--- src/hw/csd_defines.svh ---
// Constants and timing counts for the card sideband and sleep detect block.
`ifndef CSD_DEFINES_SVH
`define CSD_DEFINES_SVH
`define CSD_CLK_MHZ 250
`define CSD_WAKE_MIN_US 2000
`define CSD_WAKE_CYCLES (`CSD_WAKE_MIN_US * `CSD_CLK_MHZ)
`define CSD_CNT_W 20
`endif

--- src/hw/csd_pkg.sv ---
// Types for the card sideband and sleep detect block.
package csd_pkg;
    typedef enum logic [2:0] {
        CSD_ST_ACTIVE = 3'b000,
        CSD_ST_SLEEP = 3'b001,
        CSD_ST_LOW_TIMING = 3'b010,
        CSD_ST_WAKE_WAIT = 3'b011,
        CSD_ST_WAKE = 3'b100
    } csd_state_t;
endpackage

--- src/hw/csd_low_timer.sv ---
// Low-period timer for the synchronised card-detect level.
`timescale 1ns/1ns
`include "csd_defines.svh"
module csd_low_timer #(
    parameter int CNT_W = `CSD_CNT_W,
    parameter int LIMIT = `CSD_WAKE_CYCLES
) (
    input wire logic mclk,
    input wire logic srst,
    input wire logic run,
    output logic reached
);
    logic [CNT_W-1:0] count_ff;
    logic [CNT_W-1:0] nxt_count;
    localparam logic [CNT_W-1:0] LIMIT_M1 = CNT_W'(LIMIT - 1);

    initial begin
        if (LIMIT < 2 || LIMIT >= (1 << CNT_W)) begin
            $error("csd_low_timer: LIMIT does not fit CNT_W");
        end
    end

    // Counter saturates at LIMIT_M1 so a long assertion cannot wrap back below it.
    assign nxt_count = !run ? '0 : (count_ff == LIMIT_M1) ? count_ff : count_ff + 1'b1;
    assign reached = run && (count_ff == LIMIT_M1);

    always_ff @(posedge mclk) begin
        if (srst) begin
            count_ff <= '0;
        end else begin
            count_ff <= nxt_count;
        end
    end
endmodule

--- src/hw/csd_sideband.sv ---
// Card sideband logic: indicators, write protect, card-detect sensing and PHY sleep control.
// Contract
// - Activity indicator low while command busy.
// - Link indicator low while link active.
// - Write protect low rejects all writes.
// - Card-detect pins form one sensed net.
// - Never drive the card-detect net.
// - PHY fully off during sleep from Slumber.
// - Short low pulses keep sleep state.
// - Power down PHY, keep calibration, on entry.
// - Wake only on low of two milliseconds.
// - Send COMWAKE after PHY power-up.
`timescale 1ns/1ns
`include "csd_defines.svh"
module csd_sideband #(
    parameter int WAKE_CYCLES = `CSD_WAKE_CYCLES,
    parameter int CNT_W = `CSD_CNT_W
) (
    input wire logic mclk,
    input wire logic srst,
    input wire logic cmd_busy,
    input wire logic link_active,
    input wire logic link_slumber,
    input wire logic write_protect_n,
    input wire logic cmd_is_write,
    input wire logic cmd_valid,
    input wire logic card_detect_in,
    output logic card_detect_oe,
    output logic card_detect_sensed,
    output logic activity_indicator_n,
    output logic activity_indicator_oe,
    output logic link_indicator_n,
    output logic link_indicator_oe,
    output logic write_reject,
    output logic media_write_protected,
    output logic phy_sleep_mode,
    output logic phy_power_en,
    output logic phy_keep_calibration,
    output logic comwake_req
);
    // ------------------------------------------------------------
    // Parameter checks
    // ------------------------------------------------------------
    // The low timer needs at least two counts, and it must hold the limit in
    // CNT_W bits. A timer that wrapped early would let presence probes wake
    // the card, which is the one thing the sleep logic has to prevent.
    initial begin
        if (WAKE_CYCLES < 2) begin
            $error("csd_sideband: WAKE_CYCLES must be at least 2");
        end
        if (CNT_W < 2 || CNT_W > 31) begin
            $error("csd_sideband: CNT_W out of range");
        end
        if (CNT_W <= 31 && WAKE_CYCLES >= (1 << CNT_W)) begin
            $error("csd_sideband: WAKE_CYCLES does not fit CNT_W");
        end
    end

    // ------------------------------------------------------------
    // Input synchronisers
    // ------------------------------------------------------------
    // Both pins arrive from outside this clock. Only the second stage of each
    // pair is read by logic, so a metastable first stage never fans out.
    // The card-detect pair resets low because the host holds the net low in
    // normal use; resetting it high would look like a sleep request.
    // The protect pair resets high, which means not protected.
    logic cd_meta_ff, cd_sync_ff;
    logic wp_meta_ff, wp_sync_ff;

    always_ff @(posedge mclk) begin
        if (srst) begin
            cd_meta_ff <= 1'b0;
            cd_sync_ff <= 1'b0;
            wp_meta_ff <= 1'b1;
            wp_sync_ff <= 1'b1;
        end else begin
            cd_meta_ff <= card_detect_in;
            cd_sync_ff <= cd_meta_ff;
            wp_meta_ff <= write_protect_n;
            wp_sync_ff <= wp_meta_ff;
        end
    end

    // The card-detect net is sense-only; the enable stays low forever.
    assign card_detect_oe = 1'b0;

    // ------------------------------------------------------------
    // Indicators and write protect
    // ------------------------------------------------------------
    // Indicator and protect outputs are registered so the pins see one clean
    // edge per change. The reject pulse uses the same protect flag that is
    // reported outward, so a write is never rejected while the card reports
    // itself writable, nor accepted while it reports itself protected.
    logic act_ff, link_ff, wp_ff, reject_ff;
    wire wr_attempt = cmd_valid && cmd_is_write;

    always_ff @(posedge mclk) begin
        if (srst) begin
            act_ff <= 1'b0;
            link_ff <= 1'b0;
            wp_ff <= 1'b0;
            reject_ff <= 1'b0;
        end else begin
            act_ff <= cmd_busy;
            link_ff <= link_active;
            wp_ff <= !wp_sync_ff;
            reject_ff <= wr_attempt && wp_ff;
        end
    end

    // Indicators only pull low; released means output enable off, pulled up weakly outside.
    assign activity_indicator_n = 1'b0;
    assign activity_indicator_oe = act_ff;
    assign link_indicator_n = 1'b0;
    assign link_indicator_oe = link_ff;
    assign media_write_protected = wp_ff;
    assign write_reject = reject_ff;

    // ------------------------------------------------------------
    // PHY sleep state machine
    // ------------------------------------------------------------
    csd_pkg::csd_state_t state_ff, nxt_state;
    logic cd_sensed_ff;
    logic timer_run, timer_reached;

    csd_low_timer #(.CNT_W(CNT_W), .LIMIT(WAKE_CYCLES)) u_timer (
        .mclk(mclk),
        .srst(srst),
        .run(timer_run),
        .reached(timer_reached)
    );

    // Timer runs only while a low is seen during sleep; any high restarts it.
    assign timer_run = (state_ff == csd_pkg::CSD_ST_LOW_TIMING) && !cd_sync_ff;

    // Sleep is entered from the active state only. Once asleep, every low on
    // the net is timed; a low that ends before the limit is a presence probe
    // and drops back to plain sleep. A low that reaches the limit passes
    // through one settling state and then the wake state, which raises the
    // one-cycle wake request. A limitation: if the link still sits in Slumber
    // with the net high after a wake, sleep is entered again.
    always_comb begin
        nxt_state = state_ff;
        case (state_ff)
            csd_pkg::CSD_ST_ACTIVE: begin
                // Entry only while the link sits in Slumber and the host released the net.
                if (link_slumber && cd_sync_ff) begin
                    nxt_state = csd_pkg::CSD_ST_SLEEP;
                end
            end
            csd_pkg::CSD_ST_SLEEP: begin
                if (!cd_sync_ff) begin
                    nxt_state = csd_pkg::CSD_ST_LOW_TIMING;
                end
            end
            csd_pkg::CSD_ST_LOW_TIMING: begin
                // A high before the limit ends the probe; the timer restarts
                // from zero on the next low, so short lows never add up.
                if (cd_sync_ff) begin
                    nxt_state = csd_pkg::CSD_ST_SLEEP;
                end else if (timer_reached) begin
                    nxt_state = csd_pkg::CSD_ST_WAKE_WAIT;
                end
            end
            csd_pkg::CSD_ST_WAKE_WAIT: begin
                nxt_state = csd_pkg::CSD_ST_WAKE;
            end
            csd_pkg::CSD_ST_WAKE: begin
                nxt_state = csd_pkg::CSD_ST_ACTIVE;
            end
            default: begin
                nxt_state = csd_pkg::CSD_ST_ACTIVE;
            end
        endcase
    end

    // The PHY counts as asleep both while idle in sleep and while a low is
    // being timed, so a short presence probe never powers the PHY back up.
    wire nxt_asleep = (nxt_state == csd_pkg::CSD_ST_SLEEP) || (nxt_state == csd_pkg::CSD_ST_LOW_TIMING);
    wire nxt_wake_pulse = (nxt_state == csd_pkg::CSD_ST_WAKE);

    logic sleep_ff, wake_ff;

    always_ff @(posedge mclk) begin
        if (srst) begin
            state_ff <= csd_pkg::CSD_ST_ACTIVE;
            cd_sensed_ff <= 1'b0;
            sleep_ff <= 1'b0;
            wake_ff <= 1'b0;
        end else begin
            state_ff <= nxt_state;
            cd_sensed_ff <= cd_sync_ff;
            sleep_ff <= nxt_asleep;
            wake_ff <= nxt_wake_pulse;
        end
    end

    // ------------------------------------------------------------
    // PHY control outputs
    // ------------------------------------------------------------
    // Power follows the sleep flag directly, so the PHY is switched off in the
    // same cycle that sleep is reported and back on as soon as the wake is
    // accepted. The wake request is one cycle long; the link layer starts its
    // wake signalling from that pulse and must not need it held.
    // The sensed level is delayed one more register so that it lines up with
    // the state machine, which reads the same synchronised level.
    assign card_detect_sensed = cd_sensed_ff;
    assign phy_sleep_mode = sleep_ff;
    assign phy_power_en = !sleep_ff;
    // Calibration is kept at all times so the wake needs no recalibration.
    assign phy_keep_calibration = 1'b1;
    assign comwake_req = wake_ff;
endmodule

--- config.mk ---
export PLATFORM = sky130hd
export DESIGN_NAME = csd_sideband
export DESIGN_NICKNAME = d
export VERILOG_FILES = /design/src/hw/csd_pkg.sv /design/src/hw/csd_low_timer.sv /design/src/hw/csd_sideband.sv
export VERILOG_INCLUDE_DIRS = /design/src /design/src/hw
export SDC_FILE = /design/constraint.sdc
export NUM_CORES = 1
export LEC_CHECK = 0
export ABC_AREA = 1
export BUFFER_PORTS_ARGS = -buffer_cell sky130_fd_sc_hd__buf_2
export CAP_MARGIN = 20
export CORE_MARGIN = 5
export CORE_UTILIZATION = 46
export CTS_BUF_LIST = sky130_fd_sc_hd__clkbuf_2
export DETAILED_ROUTE_END_ITERATION = 8
export HOLD_SLACK_MARGIN = 0.03
export PLACE_DENSITY = 0.78
export SETUP_SLACK_MARGIN = 0.3
export SYNTH_ARGS = -nofsm -noshare
export SYNTH_HDL_FRONTEND = slang
export SYNTH_HIERARCHICAL = 1
export SYNTH_SLANG_ARGS = --single-unit
export TNS_END_PERCENT = 100
--- constraint.sdc ---
create_clock -name mclk -period 2.74 [get_ports mclk]
set_input_delay 0.137 -clock mclk [delete_from_list [all_inputs] [get_ports mclk]]
set_output_delay 0.137 -clock mclk [all_outputs]
set_load 0.1 [all_outputs]
==> impl.org, run 1 <==
** Status
- Run status :: complete, no violations

** Global routing
- All-layer global routing usage :: between 10 and 15%
- The number of global-route vias before repair is around 1400.
- Summed over all layers, the global routing overflow is 0.
- The number of antenna violations at the first check in global routing came to 0.
- Wire length of the first global-routing pass :: a little under 6000 um
- Entering global routing, the biggest net connects 16 pins.

** Floorplan
- For this configuration, the core starts out at a cell density of a little under half.
- 21 I/O pins were placed.
- Horiz. Die Dim :: about 71 um
- Core Area :: 3606 um2
- Number of standard-cell rows in the floorplan :: 22
- Full die area :: a little under 5000 um2
- Vert. Die Dim :: between 70 and 80 um

** Worst setup path
- For flop-to-flop paths, the worst setup slack is approximately 1.0 ns.
- Crit end category :: flop
- Data on the critical path arrives at its endpoint at just over 2 ns.
- R2r worst-path depth :: 10
- Path type of the worst setup path :: reg2reg
- Of all nets on the critical path, the largest fanout is 4.
- First element of the critical path :: u_timer/count_ff[0]
- Reg-to-reg critical path endpoint :: phy_sleep_mode
- Startpoint type of the worst setup path :: flop
- Crit Reg-Reg Startpoint :: u_timer/count_ff[0]
- For the worst setup path, the data required time is between 3 and 4 ns.

** Timing
- On the final layout, the worst clock skew is between 0.01 and 0.015 ns.
- In the post-route analysis, the smallest setup slack over all paths is around 1.0 ns.
- Number of slew-limit violations in the final report :: 0
- Timing would allow up to 0.5763 GHz.
- Crit share post-route :: 63.33%
- The number of failing hold endpoints at the final stage came to 0.
- Setup TNS :: 0 ns
- Crit path time final :: about 1.7 ns
- Setup repair after global routing left no endpoint under its margin.
- Setup violations remaining at the end of the flow were counted as 0.

** Routing
- In the routed design, unresolved DRC markers number 0.
- Summing over every cut layer, the via total after detailed routing is roughly 1500.
- After detailed routing, the average wire length per cell comes to between 10 and 15 um.
- Count of nets left with antenna violations after detail routing :: 0
- The first routing iteration left between 100 and 150 violations.
- Vias per Instance :: about 4.6
- The first detailed-routing pass ran for 4 iterations.
- Total Wirelength :: ~3300 um

** Clocking
- Clock tree from TritonCTS :: yes
- Number of resized instances in the post-cts repair step :: 0
- For the worst-skew pair, the clock arrives at the later sink with an insertion delay of between 0.3 and 0.4 ns.
- The clock net in this run drives a total of 34 sinks.
- Clock-pin slew was measured on the worst setup and hold paths at 0.19 ns.
- CTS built an H-tree with a depth of 2.
- No sink is reached through more buffers than the 2 on the longest clock path.
- Post-CTS Hold Fix Bufs :: 7
- After clock tree synthesis, the setup repair step added 0 buffers.
- Counting the buffers created by CTS gives 5.
- Clock root cell :: clkbuf_2

** Power
- Across the VDD grid, the largest voltage drop is about 0.33 mV.
- In this run the power spent charging and discharging nets is approximately 0.00024 W.
- Sequential group share of total power :: about half
- In this run the static leakage power is a little over 0.8 nW.
- Clock network fraction of total power :: 42.7%
- Switching share of power :: between 20% and 30%
- The share of total power dissipated in combinational logic is a little over 7%.
- For this design the ratio of total power to cell area is approximately 510 nW/um2.
- Summing internal, switching and leakage power gives about 0.001 W.
- Cell internal power was estimated by the tool at between 0.0007 and 0.0008 W.

** Synth
- Avg Inst Size Synth :: ~7 um2
- After synthesis, the netlist uses 27 different library cells.
- Register area share after synthesis :: about two fifths
- Number of warning messages in the yosys log :: 6
- FF+latch count, synth :: 34
- Synthesis produced between 200 and 250 cells.
- The cell area that synthesis handed to floorplanning was between 1500 and 2000 um2.

** Final layout
- Area added between synthesis and finish :: 16.57%
- Most common library cell in the layout ignoring fill and taps :: nand2_1
- Number of nets at the end of the flow :: ~280
- Layout cells sized above 1 :: between 10% and 20%
- The top cell types in the final layout, fill and taps aside, are 51 x nand2_1, 44 x nor2_1, 34 x inv_1, 34 x dfxtp_1.
- Count of inserted antenna diode cells :: 0

** Placement
- Input and output buffers added on the ports amount to 16.
- RePlAce Congestion :: 0.8552
- Summed over all nets, the half-perimeter wirelength after detailed placement is approximately 2400 um.
- OpenSTA, run right after detailed placement, puts the worst setup slack at between 0.9 and 1 ns.

** Min path
- Counting instances, the worst hold path has a depth of 7.
- For hold timing, the worst endpoint is state_ff[0].
- Worst min-delay path startpoint :: link_slumber
- The tightest min-delay check is of the in2reg type.

** Flow run
- Number of maximum-capacitance constraint violations :: 0
## stage by stage
| step | hold slack (ns) | util [%] | instance area, um2 | cells |
|---|---|---|---|---|
| after floorplan | 0.2141 | - | 1692 | 248 |
| after global placement | 0.3227 | 49.90 | 1799 | 307 |
| after detailed placement | 0.3220 | 49.90 | 1799 | 307 |
| after CTS | 0.1464 | 54.44 | 1963 | 322 |
| after global routing | 0.1589 | 54.44 | 1963 | 322 |
| final | 0.1714 | 54.44 | 1963 | 322 |
## critical path: stages, from the launching register on
cell,delay [ns]
dfxtp_1,0.42
ha_1,0.23
nand3_2,0.13
inv_2,0.10
nand3_1,0.14
nor3_1,0.21
nor2_1,0.06
nor2_1,0.20
nand3_2,0.09
nand2_1,0.06
nor2_1,0.03
## worst max path at each step
| stage | end | slack (ns) | cells after the start |
|---|---|---|---|
| floorplan | phy_power_en | 0.99 | 1 |
| global placement | phy_sleep_mode | 1.09 | 10 |
| detailed placement | phy_sleep_mode | 1.0 | 10 |
| CTS | phy_sleep_mode | 0.99 | 10 |
| global route | phy_sleep_mode | 0.85 | 9 |
| finish | phy_sleep_mode | 1.00 | 10 |
## synth_stat cells
cell	count	area [um2]
nand2_1	51	191.4
a21oi_1	16	80.08
nor2_8	1	20.02
inv_2	4	15.01
nand4_1	6	37.54
buf_2	2	10.01
nor2_4	1	11.26
buf_4	4	30.03
nor2_1	44	165.2
nor4_1	2	12.51
ha_1	1	12.51
nand3_2	4	40.04
xnor2_1	2	17.52
or2_2	2	12.51
nand3_1	13	65.06
conb_1	2	7.510
xor2_1	3	26.28
nand3b_1	1	7.510
inv_1	34	127.6
clkinv_1	1	3.750
nand2_4	1	11.26
nor3_2	1	10.01
dfxtp_1	34	680.7
nor2_2	3	18.77
o21ai_0	5	25.02
nand2_2	4	25.02
nor3_1	4	20.02
## power by group through the flow
stage / registers (W) / clock network [W] / logic [W]
floorplan: 0.000531 / 0 / 0.0000392
global placement: 0.000512 / 0 / 0.0000628
detailed placement: 0.000513 / 0 / 0.0000633
CTS: 0.000503 / 0.000438 / 0.0000699
global route: 0.000504 / 0.000464 / 0.0000749
finish: 0.000503 / 0.000428 / 0.0000712
## cell type report
| class | instances | area [um2] |
|---|---|---|
| fillers | 350 | 1643 |
| multi-input cells | 169 | 824.5 |
| flip-flops and latches | 34 | 680.7 |
| repair buffers | 24 | 157.7 |
| inverters | 39 | 146.4 |
| clock inverters | 3 | 68.82 |
| well taps | 48 | 60.06 |
| clock buffers | 5 | 25.02 |
## cells by family (layout without fill, tap and decap cells)
kind of cell	after synthesis	count (layout)	synth area share [%]
AOI/OAI and AO/OA	21	21	6.241
xor gates and xnor gates	5	5	2.601
adders and majority gates	1	1	0.7428
buffers and inverters	45	71	11.07
DFF	34	34	40.42
other	2	4	0.4459
and+or+nand+nor	138	138	38.48
## metal layers
metal	vias to the layer above	global-route usage (%)	routed length, um
li1	812	-	-
met1	643	18.28	1565
met2	21	25.05	1606
met3	7	4.317	114
met4	0	4.468	48
met5	-	0	0
## state kept, by name, indices dropped and copies added, names as in the netlist
register,count
link_indicator_oe,1
write_reject,1
activity_indicator_oe,1
cd_sync_ff,1
cd_meta_ff,1
wp_sync_ff,1
wp_meta_ff,1
state_ff,3
media_write_protected,1
comwake_req,1
card_detect_sensed,1
u_timer/count_ff,20
phy_sleep_mode,1
(Power assumes the default switching activity.)
==> run 2: changes to the inputs <==
--- a/config.mk
+++ b/config.mk
@@ -6,7 +6,7 @@
 export SDC_FILE = /design/constraint.sdc
 export NUM_CORES = 1
 export LEC_CHECK = 0
-export ABC_AREA = 1
+export ABC_AREA = 0
 export BUFFER_PORTS_ARGS = -buffer_cell sky130_fd_sc_hd__buf_2
 export CAP_MARGIN = 20
 export CORE_MARGIN = 5
==> constraint.sdc (replaced) <==
create_clock -name mclk -period 1.76 [get_ports mclk]
set_input_delay 0.088 -clock mclk [delete_from_list [all_inputs] [get_ports mclk]]
set_output_delay 0.088 -clock mclk [all_outputs]
set_load 0.1 [all_outputs]
==> run 2 against run 1 <==
Effect of this change: via count is 2.4% lower; setup slack worse by 0.89 ns; total power is 26% higher; area after synthesis is 6.5% lower; sequential cell count stayed put; critical path type unchanged; worst hold slack better by 0.22 ns; synthesized cell count is 27% lower; sequential share of layout area is 0.12 points higher; global-route usage is 1.8 points higher; core utilization is 7.2 points higher; non-clock buffer count is 21 higher.
==> impl.org, run 2 <==
** Status
- Run status :: complete, no violations

** Synth
- Biggest area consumer among synthesized cells :: dfxtp_1
- The distinct cell type count of the synthesized netlist is 43 (+59%).
- For this run, the leading register cell type out of synthesis is dfxtp_1.
- Synthesized instance count :: 179 (-27%)
- Register area share after synthesis :: 43.24% (+2.8 points)
- Most common cell in the netlist :: dfxtp_1
- The warning count from the yosys run came to 6 (unchanged).
- The area share of the largest cell type after synthesis came to 43.24% (+2.8 points).
- By count the netlist is led by 34 x dfxtp_1, 13 x nand3_1, 13 x nor2_1.
- Sorting the synthesized cells by area gives the leading types as dfxtp_1 43%, xnor2_1 4.5%, nand3_1 4.1%.
- Avg Inst Size Synth :: 8.793 um2 (+28%)
- Number of enable flip-flop cells after synthesis :: 0 (unchanged)
- The async set or reset register ratio after synthesis came to 0% (unchanged).
- The number of synthesized register bits came to 34 (unchanged).
- The post-synthesis cell area was 1574 um2 (-6.5%).

** Clocking
- The maximum clock insertion buffer count came to 2 (unchanged).
- CTS buffer count :: 5 (unchanged)
- The deepest level of the CTS H-tree came to 2 (unchanged).
- The insertion delay of the later-clocked pin in the worst-skew pair came to 0.36 ns (-0.03 ns).
- Clock tree from TritonCTS :: yes
- The cell sitting at the root of the clock tree is a clkbuf_2.
- The number of sinks driven by the clock tree came to 34 (unchanged).
- Clock input transition at the sequential cells of the worst setup and hold paths :: 0.16 ns (-0.03 ns)

** Placement
- The number of buffers inserted by port buffering is 16 (unchanged).
- Total half-perimeter wirelength after legalization and detailed placement :: 2310 um (-3.5%)
- The last weighted congestion value of the routability-driven placer was 0.8664 (+1.3%).

** Worst setup path
- The critical path in this run is classified as reg2reg.
- The highest net fanout along the worst path came to 6 (+2).
- STA classifies the critical path endpoint as a flop.
- Startpoint type of the worst setup path :: flop
- Required @ worst endpoint :: 2.07 ns (-0.98 ns)
- Arrival time at the worst endpoint :: 1.95 ns (-0.10 ns)

** Timing
- Number of slew-limit violations in the final report :: 0 (unchanged)
- Setup repair after global routing could not meet its margin everywhere.
- The final worst-path cycle share was 93.52% (+30 points).
- The top achievable clock speed was 0.6076 GHz (+5.4%).
- The number of failing hold endpoints at the final stage was 0 (unchanged).
- The clock skew is 0.01265 ns (-0.0008499 ns).
- Setup TNS :: 0 ns (unchanged)
- Total of endpoints with negative setup slack in the final report :: 0 (unchanged)
- Crit path time final :: 1.646 ns (-0.08940 ns)

** Flow run
- The number of maximum-capacitance violations is 0 (unchanged).

** Power
- Switching share of power :: 28.66% (+4.9 points)
- Power density over the cells :: 615.8 nW/um2 (+21%)
- Worst vdd ir :: 0.4904 mV (+48%)
- The net switching power of the design was 0.0003630 W (+52%).
- Internal cell power :: 0.0009037 W (+18%)
- Sequential group share of total power :: 61.3% (+11 points)
- The overall power came to 0.001267 W (+26%).
- Clock network fraction of total power :: 28.1% (-15 points)
- Combinational group share of total power :: 10.6% (+3.5 points)
- Leak :: 0.7434 nW (-9.8%)

** Final layout
- Area added between synthesis and finish :: 30.68%
- The largest registers in the layout are u_timer/count_ff (20), state_ff (3).
- Top library cells by usage in the layout, fill and taps aside :: 21 x buf_4, 18 x dfxtp_1, 16 x buf_2, 13 x nor2_1, 13 x nand3_1
- Largest register by flop count :: u_timer/count_ff
- The layout cell share with drive strength beyond 1 was 37.84% (+21 points).
- Number of nets at the end of the flow :: 231 (-18%)
- Leaving out fill and tap cells, the most frequent cell in the layout is buf_4.
- The antenna diode instance count came to 0 (unchanged).
- The fraction of the core area covered by cells at the end of the flow came to 61.64% (+7.2 points).
- Number of flip-flops under the largest register name :: 20 (unchanged)

** Global routing
- The number of global-route vias before repair was 1297 (-7.6%).
- The largest net degree at the start of global routing is 16 (unchanged).
- The first-pass GRT wire length is 5727 um (-3.5%).
- The overall routing resource usage was 16.68% (+1.8 points).
- The overall overflow remaining after global route was 0 (unchanged).
- The number of antenna violations at the first check in global routing is 0 (unchanged).

** Floorplan
- Starting utilization of the core area :: 47.17% (+0.47 points)
- The number of top-level pins was 21 (unchanged).
- The standard-cell row count was 21 (-4.5%).
- The standard cell core area was 3337 um2 (-7.5%).
- The overall die area was 4692 um2 (-5.6%).
- The width of the die was 68.50 um (-2.9%).
- Vert. Die Dim :: 68.50 um (-2.9%)

** Routing
- The residual DRC count came to 0 (unchanged).
- Total Wirelength :: 3580 um (+7.3%)
- Count of nets left with antenna violations after detail routing :: 0 (unchanged)
- The number of iterations in the first detailed-routing pass is 4 (unchanged).
- Vias per Instance :: 5.399 (+17%)
- Violation count after the first detailed-routing iteration :: 86 (-16%)
- The via count of the routed design was 1447 (-2.4%).
- Per-cell routed wire length :: 13.36 um (+29%)

** Min path
- The worst hold path belongs to the class reg2reg.
==> run 2: cell count changes after synthesis, moves of 4 or more <==
cell / change
nand2_1: -40
nand3_2: -4
or3_1: +4
a21oi_1: -8
inv_1: -27
inv_2: -4
xnor2_1: +6
nor2_1: -31
clkbuf_1: +4
nor3_1: +7
nor2b_1: +5
nand2_2: -4
==> run 2: repair_timing <==
| item | in CTS | in global routing |
|---|---|---|
| pin swaps | 11 | 4 |
| hold buffers | 8 | 0 |
| resized for setup | 20 | 11 |
| setup endpoints to repair | 14 | 15 |
| endpoints found under the hold margin | 8 | 0 |
| setup buffers | 5 | 5 |
==> run 2: power by group through the flow <==
stage | clock network, W | registers [W] | logic (W)
2_1_floorplan | 0 | 0.000836 | 0.0000700
5_1_grt | 0.000407 | 0.000778 | 0.000141
3_3_place_gp | 0 | 0.000801 | 0.000118
3_5_place_dp | 0 | 0.000801 | 0.000118
4_1_cts | 0.000366 | 0.000782 | 0.000131
6_report | 0.000356 | 0.000776 | 0.000134
==> run 2: worst max-delay path, stage by stage, from the launching register on <==
cell	delay [ns]
dfxtp_2	0.38
ha_4	0.16
nand4_2	0.13
or2_4	0.28
or4_1	0.51
a21oi_1	0.13
==> run 2: cells by family (layout without fill, tap and decap cells) <==
group / after synthesis / after routing / synth area share [%]
adders and majority gates: 1 / 1 / 0.7948
other: 2 / 4 / 0.4771
AOI/OAI and AO/OA: 23 / 23 / 9.936
and+or+nand+nor: 90 / 90 / 33.47
buffers and inverters: 19 / 60 / 6.518
xor gates and xnor gates: 10 / 10 / 5.565
DFF: 34 / 34 / 43.24
==> run 2: final cells by class <==
type                            instances  area (um2)
Fill cell                             279        1280
Multi-Input combinational cell        128       897.1
Sequential cell                        34       715.7
Timing Repair Buffer                   45       317.8
Tap cell                               46       57.56
Clock buffer                            6       30.03
Inverter                                7       30.03
Clock inverter                          2       8.758
==> run 2: path summary, 6_finish.rpt <==
kind	to	slack, ns	start	depth (start not counted)
hold / removal	media_write_protected	0.40	wp_sync_ff	1
setup reg to reg	u_timer/count_ff[16]	0.11	u_timer/count_ff[0]	5
hold reg to reg	media_write_protected	0.40	wp_sync_ff	1
setup / recovery	u_timer/count_ff[16]	0.11	u_timer/count_ff[0]	5
==> run 2: routing by layer <==
metal  routed length (um)  GRT usage, %  vias to the layer above  part of all wire [%]
met5                    0             0                        -                     0
met4                   33         8.189                        0                  0.92
met3                  233         5.024                        6                   6.5
met2                 1716         26.34                       55                    48
met1                 1596         20.52                      672                    45
li1                     -             -                      714                     -
==> run 2: per-stage QoR <==
stage / hold slack (ns) / instance area [um2] / setup WS [ns] / cells
2_1_floorplan: 0.1565 / 1619 / 0.06588 / 181
3_3_place_gp: 0.2709 / 1762 / 0.09218 / 242
3_5_place_dp: 0.2729 / 1762 / 0.03054 / 242
4_1_cts: 0.4015 / 1979 / 0.1117 / 263
5_1_grt: 0.4149 / 2057 / 0.06021 / 268
6_report: 0.3958 / 2057 / 0.1141 / 268
==> run 3: changes to the inputs <==
--- a/config.mk
+++ b/config.mk
@@ -6,7 +6,7 @@
 export SDC_FILE = /design/constraint.sdc
 export NUM_CORES = 1
 export LEC_CHECK = 0
-export ABC_AREA = 0
+export ABC_AREA = 1
 export BUFFER_PORTS_ARGS = -buffer_cell sky130_fd_sc_hd__buf_2
 export CAP_MARGIN = 20
 export CORE_MARGIN = 5
==> run 3 against run 2 <==
Effect of this change: die area increased by 6.0%; cell count grew 26%; global-route usage barely moved; non-clock buffer count decreased by 6; total power is 14% higher; register-to-register slack improved by 0.13 ns; sequential cell count did not move; clock-buffer cell count down 1.
==> impl.org, run 3 (synthesis results as in run 1) <==
** Final layout
- Area added between synthesis and finish :: 29.64%
- Largest register by flop count :: u_timer/count_ff
- Number of flip-flops under the largest register name :: 20 (unchanged)
- The net count of the finished layout came to 298 (+29%).
- The largest registers in the layout are u_timer/count_ff (20), state_ff (3).
- Top library cells by usage in the layout, fill and taps aside :: 50 x nand2_1, 39 x nor2_1, 33 x inv_1, 22 x dfxtp_1, 16 x buf_2
- The layout cell share with drive strength beyond 1 came to 28.37% (-9.5 points).
- Count of inserted antenna diode cells :: 0 (unchanged)
- Leaving out fill and tap cells, the most frequent cell in the layout is nand2_1.

** Clocking
- Clock latency on the worst-skew pair :: 0.42 ns (+0.06 ns)
- CTS buffer count :: 5 (unchanged)
- The number of sinks driven by the clock tree is 34 (unchanged).
- Clock root cell :: clkbuf_2
- TritonCTS built the clock tree.
- The clock transition time at the flip-flop clock pins of the worst setup and hold paths is 0.21 ns (+0.05 ns).
- The maximum clock insertion buffer count came to 2 (unchanged).
- The deepest level of the CTS H-tree was 2 (unchanged).

** Routing
- The residual DRC count came to 0 (unchanged).
- The number of nets with antenna violations after detailed routing was 0 (unchanged).
- Vias per Instance :: 4.866 (-9.9%)
- The total length of routed wires came to 4083 um (+14%).
- Per-cell routed wire length :: 12.12 um (-9.3%)
- Violation count after the first detailed-routing iteration :: 107 (+24%)
- The via count of the routed design is 1640 (+13%).
- Pre-antenna DRT Iters :: 4 (unchanged)

** Power
- The switching power as a share of total power is 27.68% (-0.98 points).
- The leakage power is 0.8982 nW (+21%).
- The sequential group share of total power was 53.9% (-7.4 points).
- The power per cell area came to 663.1 nW/um2 (+7.7%).
- Switching component of the power :: 0.0004007 W (+10%)
- The total internal power is 0.001047 W (+16%).
- The share of power burned in the clock network came to 37.8% (+9.7 points).
- Combinational group share of total power :: 8.3% (-2.3 points)
- Worst vdd ir :: 0.5284 mV (+7.8%)

** Status
- Run status :: complete, no violations

** Worst setup path
- Traced cell by cell, the critical path runs through ha_4 > nand3_4 > inv_4 > nand3_4 > nor3_2 > nor2_1 > nor2_2 > nand3_2 > nand2_1 > nor2_1.
- Required @ worst endpoint :: 2.10 ns (+0.03 ns)
- The slowest stage of the critical path is the dfxtp_4 cell.
- Arrival time at the worst endpoint :: 1.86 ns (-0.09 ns)
- The worst setup path is captured at a flop.
- The critical path is of the reg2reg type.
- Count of buffer and inverter cells on the critical path :: 1 (+1)
- The worst setup path is launched from a flop.
- Cell class contributing the biggest share of worst-path delay :: simple AND/OR/NAND/NOR gates
- Delay contributed by the slowest stage of the critical path :: 0.41 ns (-0.10 ns)
- The highest net fanout along the worst path is 4 (-2).

** Floorplan
- The vertical die dimension is 70.51 um (+2.9%).
- Starting utilization of the core area :: 46.70% (-0.47 points)
- The width of the die was 70.51 um (+2.9%).
- The number of top-level pins is 21 (unchanged).
- The overall die area came to 4971 um2 (+6.0%).
- Core Area :: 3606 um2 (+8.1%)
- The standard-cell row count came to 22 (+4.8%).

** Timing
- Crit share post-route :: 86.09% (-7.4 points)
- Maximum clock frequency :: 0.6600 GHz (+8.6%)
- The shortest clock period the worst path allows after layout came to 1.515 ns (-0.1307 ns).
- The smallest hold slack was 0.1277 ns (-0.2681 ns).
- The setup total negative slack is 0 ns (unchanged).
- The clock skew was 0.02114 ns (+0.008484 ns).
- Total of endpoints with negative setup slack in the final report :: 0 (unchanged)
- RSZ-0062 raised after global routing :: yes
- Number of slew-limit violations in the final report :: 0 (unchanged)
- Final-report hold violation count :: 0 (unchanged)

** Global routing
- Pin count of the biggest net entering global routing :: 13 (-3)
- The overall routing resource usage was 16.66% (about the same).
- The number of global-route vias before repair was 1474 (+14%).
- Wire length of the first global-routing pass :: 6575 um (+15%)
- The number of antenna violations at the first check in global routing came to 0 (unchanged).
- The overall overflow remaining after global route came to 0 (unchanged).

** Min path
- The path class of the tightest hold or removal check is in2reg.

** Placement
- The number of buffers inserted by port buffering was 16 (unchanged).
- Total half-perimeter wirelength after legalization and detailed placement :: 2470 um (+6.9%)
- RePlAce Congestion :: 0.8933 (+3.1%)

** Flow run
- The number of maximum-capacitance violations was 0 (unchanged).
## run 3: power by group through the flow
stage / clock network (W) / registers, W / logic [W]
final: 0.000547 / 0.000781 / 0.000121
after global routing: 0.000589 / 0.000782 / 0.000128
after CTS: 0.000549 / 0.000781 / 0.000117
after detailed placement: 0 / 0.000798 / 0.0000990
after global placement: 0 / 0.000798 / 0.0000981
after floorplan: 0 / 0.000826 / 0.0000612
## run 3: path summary, 6_finish.rpt
path / from / to / slack (ns) / cells past startpoint
hold / removal: link_slumber / phy_sleep_mode / 0.13 / 8
setup / recovery: u_timer/count_ff[0] / phy_sleep_mode / 0.24 / 10
hold reg to reg: wp_sync_ff / media_write_protected / 0.41 / 1
setup reg to reg: u_timer/count_ff[0] / phy_sleep_mode / 0.24 / 10
## run 3: repair_timing
action,CTS,global route
endpoints found under the setup margin,11,23
endpoints found under the hold margin,12,0
cloned,0,0
pin swaps,2,12
buffers inserted,1,7
hold buffers,11,0
resized for setup,10,21
## run 3: worst reg2reg max path, stage by stage (launching register included)
cell     delay, ns
dfxtp_4       0.41
ha_4          0.15
nand3_4       0.10
inv_4         0.10
nand3_4       0.08
nor3_2        0.19
nor2_1        0.07
nor2_2        0.16
nand3_2       0.09
nand2_1       0.06
nor2_1        0.03
## run 3: layer usage
layer / vias to the layer above / share of wire, % / track usage, %
met1: 748 / 43 / 19.72
met3: 5 / 4.5 / 5.755
met5: - / 0 / 0
met2: 44 / 51 / 28.27
met4: 0 / 1.4 / 5.106
li1: 843 / - / -
## run 3: through the flow
stage	std cells	setup slack (ns)	util [%]	instance area [um2]	total power [W]
after floorplan	248	0.3029	-	1724	0.0008875
after global placement	310	0.2121	51.42	1854	0.0008957
after detailed placement	310	0.1274	51.42	1854	0.0008969
after CTS	330	0.2891	57.29	2066	0.001447
after global routing	337	0.09017	60.55	2183	0.001500
final	337	0.2448	60.55	2183	0.001448
## run 3: cell type report
type,instances,area [um2]
fill,311,1423
multi-input combinational,169,905.9
sequential,34,698.2
timing repair buffer,39,294.0
inverter,39,155.1
tap,48,60.06
clock inverter,3,45.04
clock buffer,5,25.02
